**config.mk**
```make
export PLATFORM = sky130hd
export DESIGN_NAME = host_port_flat
export DESIGN_NICKNAME = d
export VERILOG_FILES = /design/src/hw/slave_port_pkg.sv /design/src/hw/slave_bus_if.sv /design/src/hw/host_port.sv /design/src/flat_wrapper.sv
export SDC_FILE = /design/constraint.sdc
export NUM_CORES = 1
export LEC_CHECK = 0
export CORE_ASPECT_RATIO = 0.75
export CORE_UTILIZATION = 43
export DETAILED_ROUTE_END_ITERATION = 7
export DONT_BUFFER_PORTS = 1
export SLEW_MARGIN = 20
export SYNTH_ARGS = -nofsm -noshare
export SYNTH_HDL_FRONTEND = slang
export SYNTH_SLANG_ARGS = --single-unit
```
**constraint.sdc**
```tcl
create_clock -name clk -period 2.55 [get_ports clk]
set_input_delay 0.255 -clock clk [delete_from_list [all_inputs] [get_ports clk]]
set_output_delay 0.255 -clock clk [all_outputs]
set_load 0.005 [all_outputs]
```
**src/hw/slave_port_pkg.sv**
```systemverilog
// shared constants and types for the slave processor host port
// ============================================================
// system bus map of one board
package slave_port_pkg;
	localparam logic [15:0] SELECT_PORT = 16'hfc40;
	localparam logic [15:0] CONTROL_PORT = 16'hfc41;
	localparam logic [15:0] LOW_IO_FIRST = 16'hfc30;
	localparam logic [15:0] LOW_IO_LAST = 16'hfc3f;
	localparam logic [15:0] HIGH_IO_FIRST = 16'hfc42;
	localparam logic [15:0] HIGH_IO_LAST = 16'hfc47;
	localparam logic [19:0] WINDOW_BASE = 20'he0000;
	localparam int BOARD_COUNT = 16;
	// ============================================================
	// control latch contents
	localparam int RUN_BIT = 3;
	localparam logic [7:0] RUN_VALUE = 8'h08;
	localparam logic [7:0] STOP_VALUE = 8'h00;
	localparam logic [7:0] SELECT_RESET = 8'hff;
	localparam logic [7:0] CONTROL_RESET = 8'h00;
	localparam logic [15:0] RESET_VECTOR = 16'h0000;
	localparam logic [7:0] HALT_OPCODE = 8'h76;
	// ============================================================
	// timing
	localparam int CLK_PERIOD_NS = 8;
	localparam int RESET_HOLD_NS = 1000;
	localparam int RESET_HOLD_CYCLES =
		(RESET_HOLD_NS + CLK_PERIOD_NS - 1) / CLK_PERIOD_NS;
	localparam int PARK_TRIES = 4;
	// ============================================================
	// host controller register map
	localparam logic [3:0] HR_ADDR_LO = 4'h0;
	localparam logic [3:0] HR_ADDR_MID = 4'h1;
	localparam logic [3:0] HR_ADDR_HI = 4'h2;
	localparam logic [3:0] HR_WDATA = 4'h3;
	localparam logic [3:0] HR_BOARD = 4'h4;
	localparam logic [3:0] HR_CMD = 4'h5;
	localparam logic [3:0] HR_STATUS = 4'h6;
	localparam logic [3:0] HR_RDATA = 4'h7;
	localparam int CMD_WE_BIT = 0;
	localparam int CMD_IO_BIT = 1;
	localparam int CMD_MODE_LSB = 4;
	localparam int ST_BUSY = 0;
	localparam int ST_STALL = 1;
	localparam int ST_REFUSED = 2;
	localparam int ST_PARK_FAIL = 3;
	localparam int ST_RUN = 4;

	typedef enum logic [1:0] {
		MODE_SINGLE = 2'b00,
		MODE_PARK = 2'b01,
		MODE_RESTART = 2'b10
	} mode_e;

	typedef struct packed {
		logic io;
		logic we;
		logic [19:0] addr;
		logic [7:0] data;
	} op_s;
endpackage: slave_port_pkg

```
**src/hw/slave_bus_if.sv**
```systemverilog
// system bus segment between host controller and one slave board
`timescale 1ns/1ns
interface slave_bus_if;
	logic stb;
	logic io;
	logic we;
	logic [19:0] addr;
	logic [7:0] wdata;
	logic ack;
	logic stall;
	logic [7:0] rdata;
	modport host (
		output stb, io, we, addr, wdata,
		input ack, stall, rdata
	);
	modport board (
		input stb, io, we, addr, wdata,
		output ack, stall, rdata
	);
endinterface: slave_bus_if

```
**src/hw/host_port.sv**
```systemverilog
// host end: command controller driving the slave board port
//
// Chosen here: strobed register access.
`timescale 1ns/1ns
module host_port
	import slave_port_pkg::*;
#(
	parameter int HOLD_CYCLES = RESET_HOLD_CYCLES,
	parameter int TRIES = PARK_TRIES
) (
	input wire logic clk,
	input wire logic reset_n,
	input wire logic [3:0] reg_addr,
	input wire logic [7:0] reg_wdata,
	input wire logic reg_wr,
	input wire logic reg_rd,
	output logic [7:0] reg_rdata,
	slave_bus_if.host bus
);

	typedef enum logic [2:0] {
		H_IDLE = 3'b000,
		H_ISSUE = 3'b001,
		H_WAIT = 3'b010,
		H_HOLD = 3'b011
	} host_state_e;

	host_state_e state_ff;
	mode_e mode_ff;
	logic [19:0] addr_ff;
	logic [7:0] wdata_ff;
	logic [3:0] board_ff;
	logic io_ff;
	logic we_ff;
	logic [2:0] step_ff;
	logic [2:0] tries_ff;
	logic [7:0] hold_ff;
	logic refused_ff;
	logic fail_ff;
	logic run_ff;
	logic [7:0] rdata_ff;
	logic [7:0] reg_rdata_ff;
	logic stb_ff;
	op_s bus_op_ff;
	op_s cur_op;
	logic [2:0] nxt_step;
	logic last_step;
	logic is_stop;
	logic gated;
	logic cmd_go;

	assign cmd_go = reg_wr && (reg_addr == HR_CMD) && (state_ff == H_IDLE);

	// ============================================================
	// command registers
	always_ff @(posedge clk or negedge reset_n) begin
		if (!reset_n) begin
			addr_ff <= 20'h00000;
			wdata_ff <= 8'h00;
			board_ff <= 4'h0;
			io_ff <= 1'b0;
			we_ff <= 1'b0;
			mode_ff <= MODE_SINGLE;
		end else if (reg_wr) begin
			case (reg_addr)
				HR_ADDR_LO: addr_ff[7:0] <= reg_wdata;
				HR_ADDR_MID: addr_ff[15:8] <= reg_wdata;
				HR_ADDR_HI: addr_ff[19:16] <= reg_wdata[3:0];
				HR_WDATA: wdata_ff <= reg_wdata;
				HR_BOARD: board_ff <= reg_wdata[3:0];
				HR_CMD: begin
					if (state_ff == H_IDLE) begin
						we_ff <= reg_wdata[CMD_WE_BIT];
						io_ff <= reg_wdata[CMD_IO_BIT];
						// undefined mode 3 would loop; run it as a single
						mode_ff <= (reg_wdata[CMD_MODE_LSB +: 2] == 2'b11) ?
							MODE_SINGLE :
							mode_e'(reg_wdata[CMD_MODE_LSB +: 2]);
					end
				end
				default: begin
				end
			endcase
		end
	end

	// ============================================================
	// step table of park and restart sequences
	always_comb begin
		cur_op = '{io_ff, we_ff, addr_ff, wdata_ff};
		if (mode_ff != MODE_SINGLE) begin
			case (step_ff)
				3'd0: cur_op = '{1'b1, 1'b1, {4'h0, SELECT_PORT},
					{4'h0, board_ff}};
				3'd1: cur_op = '{1'b1, 1'b1, {4'h0, CONTROL_PORT},
					RUN_VALUE};
				3'd2: cur_op = '{1'b0, 1'b1, WINDOW_BASE,
					HALT_OPCODE};
				3'd3: cur_op = '{1'b1, 1'b1, {4'h0, CONTROL_PORT},
					STOP_VALUE};
				3'd4: cur_op = '{1'b1, 1'b1, {4'h0, CONTROL_PORT},
					RUN_VALUE};
				default: cur_op = '{1'b0, 1'b0, WINDOW_BASE, 8'h00};
			endcase
		end
	end

	// restart skips the halt placement; the jump is loaded beforehand
	assign nxt_step = (mode_ff == MODE_RESTART && step_ff == 3'd0) ?
		3'd3 : step_ff + 3'd1;
	assign last_step = (mode_ff == MODE_SINGLE) ||
		(mode_ff == MODE_PARK && step_ff == 3'd5) ||
		(mode_ff == MODE_RESTART && step_ff == 3'd4);
	assign is_stop = cur_op.io && cur_op.we &&
		(cur_op.addr[15:0] == CONTROL_PORT) && !cur_op.data[RUN_BIT];
	// window and board ports would hang the bus while in reset
	assign gated = (mode_ff == MODE_SINGLE) && !run_ff && (!cur_op.io ||
		(cur_op.addr[15:0] >= LOW_IO_FIRST &&
		cur_op.addr[15:0] <= HIGH_IO_LAST &&
		cur_op.addr[15:0] != SELECT_PORT &&
		cur_op.addr[15:0] != CONTROL_PORT));

	// ============================================================
	// sequencer
	always_ff @(posedge clk or negedge reset_n) begin
		if (!reset_n) begin
			state_ff <= H_IDLE;
			step_ff <= 3'd0;
			tries_ff <= 3'd0;
			hold_ff <= 8'h00;
			refused_ff <= 1'b0;
			fail_ff <= 1'b0;
			run_ff <= 1'b0;
			rdata_ff <= 8'h00;
			stb_ff <= 1'b0;
			bus_op_ff <= '0;
		end else begin
			stb_ff <= 1'b0;
			case (state_ff)
				H_IDLE: begin
					if (cmd_go) begin
						step_ff <= 3'd0;
						tries_ff <= 3'd0;
						refused_ff <= 1'b0;
						fail_ff <= 1'b0;
						state_ff <= H_ISSUE;
					end
				end
				H_ISSUE: begin
					if (gated) begin
						refused_ff <= 1'b1;
						state_ff <= H_IDLE;
					end else begin
						stb_ff <= 1'b1;
						bus_op_ff <= cur_op;
						state_ff <= H_WAIT;
					end
				end
				H_WAIT: begin
					if (bus.ack) begin
						if (!cur_op.we) begin
							rdata_ff <= bus.rdata;
						end
						if (cur_op.io && cur_op.we &&
							cur_op.addr[15:0] == CONTROL_PORT) begin
							run_ff <= cur_op.data[RUN_BIT];
						end else if (cur_op.io && cur_op.we &&
							cur_op.addr[15:0] == SELECT_PORT) begin
							run_ff <= 1'b0;
						end
						if (last_step && mode_ff == MODE_PARK &&
							bus.rdata != HALT_OPCODE) begin
							// opcode was overwritten, start over
							if (tries_ff == 3'(TRIES - 1)) begin
								fail_ff <= 1'b1;
								state_ff <= H_IDLE;
							end else begin
								tries_ff <= tries_ff + 3'd1;
								step_ff <= 3'd0;
								state_ff <= H_ISSUE;
							end
						end else if (last_step) begin
							state_ff <= H_IDLE;
						end else if (is_stop) begin
							hold_ff <= 8'(HOLD_CYCLES - 1);
							state_ff <= H_HOLD;
						end else begin
							step_ff <= nxt_step;
							state_ff <= H_ISSUE;
						end
					end
				end
				H_HOLD: begin
					if (hold_ff == 8'h00) begin
						step_ff <= nxt_step;
						state_ff <= H_ISSUE;
					end else begin
						hold_ff <= hold_ff - 8'h01;
					end
				end
				default: begin
					state_ff <= H_IDLE;
				end
			endcase
		end
	end

	assign bus.stb = stb_ff;
	assign bus.io = bus_op_ff.io;
	assign bus.we = bus_op_ff.we;
	assign bus.addr = bus_op_ff.addr;
	assign bus.wdata = bus_op_ff.data;

	// ============================================================
	// register read port
	always_ff @(posedge clk or negedge reset_n) begin
		if (!reset_n) begin
			reg_rdata_ff <= 8'h00;
		end else if (reg_rd) begin
			case (reg_addr)
				HR_ADDR_LO: reg_rdata_ff <= addr_ff[7:0];
				HR_ADDR_MID: reg_rdata_ff <= addr_ff[15:8];
				HR_ADDR_HI: reg_rdata_ff <= {4'h0, addr_ff[19:16]};
				HR_WDATA: reg_rdata_ff <= wdata_ff;
				HR_BOARD: reg_rdata_ff <= {4'h0, board_ff};
				HR_STATUS: begin
					reg_rdata_ff <= 8'h00;
					reg_rdata_ff[ST_BUSY] <= (state_ff != H_IDLE);
					reg_rdata_ff[ST_STALL] <= bus.stall;
					reg_rdata_ff[ST_REFUSED] <= refused_ff;
					reg_rdata_ff[ST_PARK_FAIL] <= fail_ff;
					reg_rdata_ff[ST_RUN] <= run_ff;
				end
				HR_RDATA: reg_rdata_ff <= rdata_ff;
				default: reg_rdata_ff <= 8'h00;
			endcase
		end
	end

	assign reg_rdata = reg_rdata_ff;

endmodule: host_port

```
**src/flat_wrapper.sv**
```systemverilog
// flat-port wrapper written by rule: the top's interface ports become plain ports
module host_port_flat import slave_port_pkg::*;
#(
	parameter int HOLD_CYCLES = RESET_HOLD_CYCLES,
	parameter int TRIES = PARK_TRIES
)
  (clk, reset_n, reg_addr, reg_wdata, reg_wr, reg_rd, reg_rdata, bus_stb, bus_io, bus_we, bus_addr, bus_wdata, bus_ack, bus_stall, bus_rdata);
  slave_bus_if bus_i ();
  input wire logic clk;
  input wire logic reset_n;
  input wire logic [3:0] reg_addr;
  input wire logic [7:0] reg_wdata;
  input wire logic reg_wr;
  input wire logic reg_rd;
  output logic [7:0] reg_rdata;
  output wire logic [$bits(bus_i.stb)-1:0] bus_stb;
  output wire logic [$bits(bus_i.io)-1:0] bus_io;
  output wire logic [$bits(bus_i.we)-1:0] bus_we;
  output wire logic [$bits(bus_i.addr)-1:0] bus_addr;
  output wire logic [$bits(bus_i.wdata)-1:0] bus_wdata;
  input wire logic [$bits(bus_i.ack)-1:0] bus_ack;
  input wire logic [$bits(bus_i.stall)-1:0] bus_stall;
  input wire logic [$bits(bus_i.rdata)-1:0] bus_rdata;
  assign bus_stb = bus_i.stb;
  assign bus_io = bus_i.io;
  assign bus_we = bus_i.we;
  assign bus_addr = bus_i.addr;
  assign bus_wdata = bus_i.wdata;
  assign bus_i.ack = bus_ack;
  assign bus_i.stall = bus_stall;
  assign bus_i.rdata = bus_rdata;
  host_port #(.HOLD_CYCLES(HOLD_CYCLES), .TRIES(TRIES)) u_core (.clk(clk), .reset_n(reset_n), .reg_addr(reg_addr), .reg_wdata(reg_wdata), .reg_wr(reg_wr), .reg_rd(reg_rd), .reg_rdata(reg_rdata), .bus(bus_i));
endmodule
```
==> key figures <==
Outcome
  • Run status: complete, but fails checks
  • Failing checks: negative hold slack

Setup path
  • Crit path cell chain: nor4bb_2 > nand4_1 > a22o_1 > nor4b_1 > nor2_1 > a221o_1
  • Critical Path Sink: u_core.step_ff[1]$_DFFE_PN0P_
  • Crit end category: flip-flop
  • CP Max Fanout: 4
  • Critical Path AT: 2610 ps
  • Worst reg2reg setup slack: 180 ps
  • Top delay family on crit path: simple AND/OR/NAND/NOR gates
  • Worst path buffer plus inverter count: 0
  • Startpoint Class: flip-flop
  • Critical path type: flip-flop to flip-flop
  • Crit-path slowest cell: nor4bb_2
  • FF-to-FF End: u_core.step_ff[1]$_DFFE_PN0P_
  • Worst endpoint required time: 2790 ps
  • Crit path launch: u_core.addr_ff[8]$_DFFE_PN0P_
  • FF-to-FF Start: u_core.addr_ff[8]$_DFFE_PN0P_
  • CP Depth: 6
  • R2R depth: 6
  • Worst path max stage delay: 480 ps

Clock network
  • CTS Hold Bufs: 1
  • CTS buffer count: 9
  • Root buf cell: clkbuf_16
  • Clk Latency, worst-skew pair: 360 ps
  • H-tree levels: 3
  • TritonCTS clock tree: built
  • Worst-path clk slew: 70 ps
  • Clk sinks: 102
  • Max clock buf depth: 2

Die
  • Die area: 12800 um2
  • Core Region: 11800 um2
  • Core Rows: 34
  • Number of I/O pins: 65
  • Initial core utilization: 44.9%
  • Die W: 130 um
  • Die height: 98.1 um

Place
  • RD Place Congestion: 0.835
  • Buffers on Ports: 0
  • HPWL after DPL: 10300 um
  • Pre-CTS WS: 158 ps

Cells and area
  • Area occupied by multi-input gates: 2520 um2
  • Nets: 548
  • Share of layout cells above drive strength 1: 19.6%
  • Area added between synthesis and finish: 10.2%
  • Register area: 2550 um2
  • Layout filler cell count: 1094
  • Ant. Diodes: 0

Job
  • MaxCap Viol Count: 0

Timing
  • Fmax: 422 MHz
  • Setup ws final: 180 ps
  • RSZ-0062 raised after global routing: false
  • Final number of hold-violating endpoints: 102
  • Slew Limit Headroom: 68.6%
  • Crit share post-route: 92.9%
  • Count of final setup violators: 0
  • Setup TNS: 0 ps
  • Worst-Margin Slew: 470 ps
  • WHS: -405 ps
  • Final min period: 2370 ps
  • Worst clock skew: 8.62 ps
  • Final Slew Violations: 0

Worst hold path
  • Hold Path Class: input port to asynchronous set/reset pin

Pwr
  • PwrDens: 1110 nW/um2
  • Static leakage: 2.47 nW
  • VDD IR max: 0.475 mV

Routing
  • Vias per cell: 5.89
  • Drt drc: 0
  • Drt pass-1 iters: 5
  • Vias: 3980
  • Wire per inst: 20.8 um
  • Post-Route WL: 14000 um
  • Post-DRT Antenna Nets: 0
  • DRT iter0 DRCs: 366

Yosys
  • Synth Cell Area: 5290 um2
  • Syn_nets: 548
  • FFs w/ async S/R, synth: 100%
  • Syn avg cell area: 10.4 um2
  • Area contributors post-synth: dfrtp_1, mux2_2, o21ai_0
  • EDFF count, synth: 0
  • Post-Syn Instances: 509
  • Synth warnings: 0
  • Synth cell count leaders: dfrtp_1, mux2_2, nand2_1, o21ai_0, a21oi_1
  • Sequential share of the synthesized area: 48.2%
  • Top-area cell type share of the netlist area: 48.2%
  • Most common cell in the netlist: dfrtp_1
  • Main synth FF type: dfrtp_1
  • Synth Register Bits: 102
  • Cell taking the most area after synthesis: dfrtp_1
  • Synth cell types: 60

Global route
  • Tot GR Track Use: 23.5%
  • Initial antenna violation count: 0
  • Global-route wire length before repair: 22100 um
  • Total gr overflow: 0
  • Number of global-route vias before repair: 3826
  • Largest net degree at the start of global routing: 103
worst min path at each step:
stage / to / slack [ps] / cells after the start
6_report: u_core.board_ff[2]$_DFFE_PN0P_ / -410 / 0
5_1_grt: u_core.bus.addr[8]$_DFFE_PN0P_ / -420 / 0
4_1_cts: u_core.reg_rdata[3]$_DFFE_PN0P_ / -420 / 0
3_5_place_dp: u_core.rdata_ff[3]$_DFFE_PN0P_ / -40 / 0
3_3_place_gp: u_core.rdata_ff[3]$_DFFE_PN0P_ / -40 / 0
2_1_floorplan: u_core.addr_ff[0]$_DFFE_PN0P_ / -40 / 0
routing by layer:
| metal | up-vias | global-route usage, % | share of wire (%) |
|---|---|---|---|
| met5 | - | 0 | 0 |
| met4 | 0 | 4.65 | 0.89 |
| met3 | 8 | 8.99 | 11 |
| met2 | 156 | 30.5 | 40 |
| met1 | 1966 | 36.5 | 49 |
| li1 | 1850 | - | - |
cells in the final DEF (no fill, tap or decap), drive strengths merged, types with 8 or more instances in the layout:
cell,Yosys,final
dfrtp,102,102
mux2,53,53
nand2,41,41
o21ai,36,36
a21oi,29,29
inv,27,28
nor2,25,25
nand3,23,23
buf,15,16
ha,13,13
nor3,12,12
clkbuf,13,11
mux2i,8,8
o22ai,8,8
sequential cells by signal (all words and copies together) (netlist names), 2 cells and up:
signal and count:
u_core.rdata_ff 8, u_core.wdata_ff 8, u_core.tries_ff 3, u_core.addr_ff 20
u_core.reg_rdata 8, u_core.step_ff 3, u_core.bus.wdata 8, u_core.board_ff 4
u_core.bus.addr 20, u_core.state_ff 2, u_core.mode_ff 2, u_core.hold_ff 8
report_power, final:
part	leakage, nW	switching, mW	internal [mW]
combinational	1.05	1.25	1.01
clock	0.156	0.616	0.889
sequential	1.27	0.566	2.16
total	2.47	2.43	4.06
cells by family after synthesis:
family          synth area share, %
simple gates                   15.5
compound gates                 14.7
flops                          48.2
mux                            14.1
buf+inv                        4.40
fa+ha+maj                      3.07
per-stage QoR:
stage               power, mW  std cells  utilization (%)  hold slack [ps]  area (um2)
CTS                      6.48        676             49.5             -416        5830
floorplan                4.27        509                -            -40.6        5290
finish                   6.49        676             49.5             -405        5840
detailed placement       4.97        659             46.6            -35.5        5490
global placement         4.86        659             46.6            -35.2        5490
global route             6.91        676             49.5             -419        5840
timing repair:
action,4_1_cts,5_1_grt
hold endpoints to repair,110,102
setup endpoints to repair,0,5
setup buffers,0,0
resized for setup,0,2
final cells by class:
type	instances	area share (%)
tap	162	3.47
multi-input combinational	352	43.2
timing repair buffer	17	2.23
clock buffer	11	4.16
inverter	27	1.74
sequential	102	43.8
clock inverter	5	1.39
Note: power is estimated with default switching activity, not from simulation.
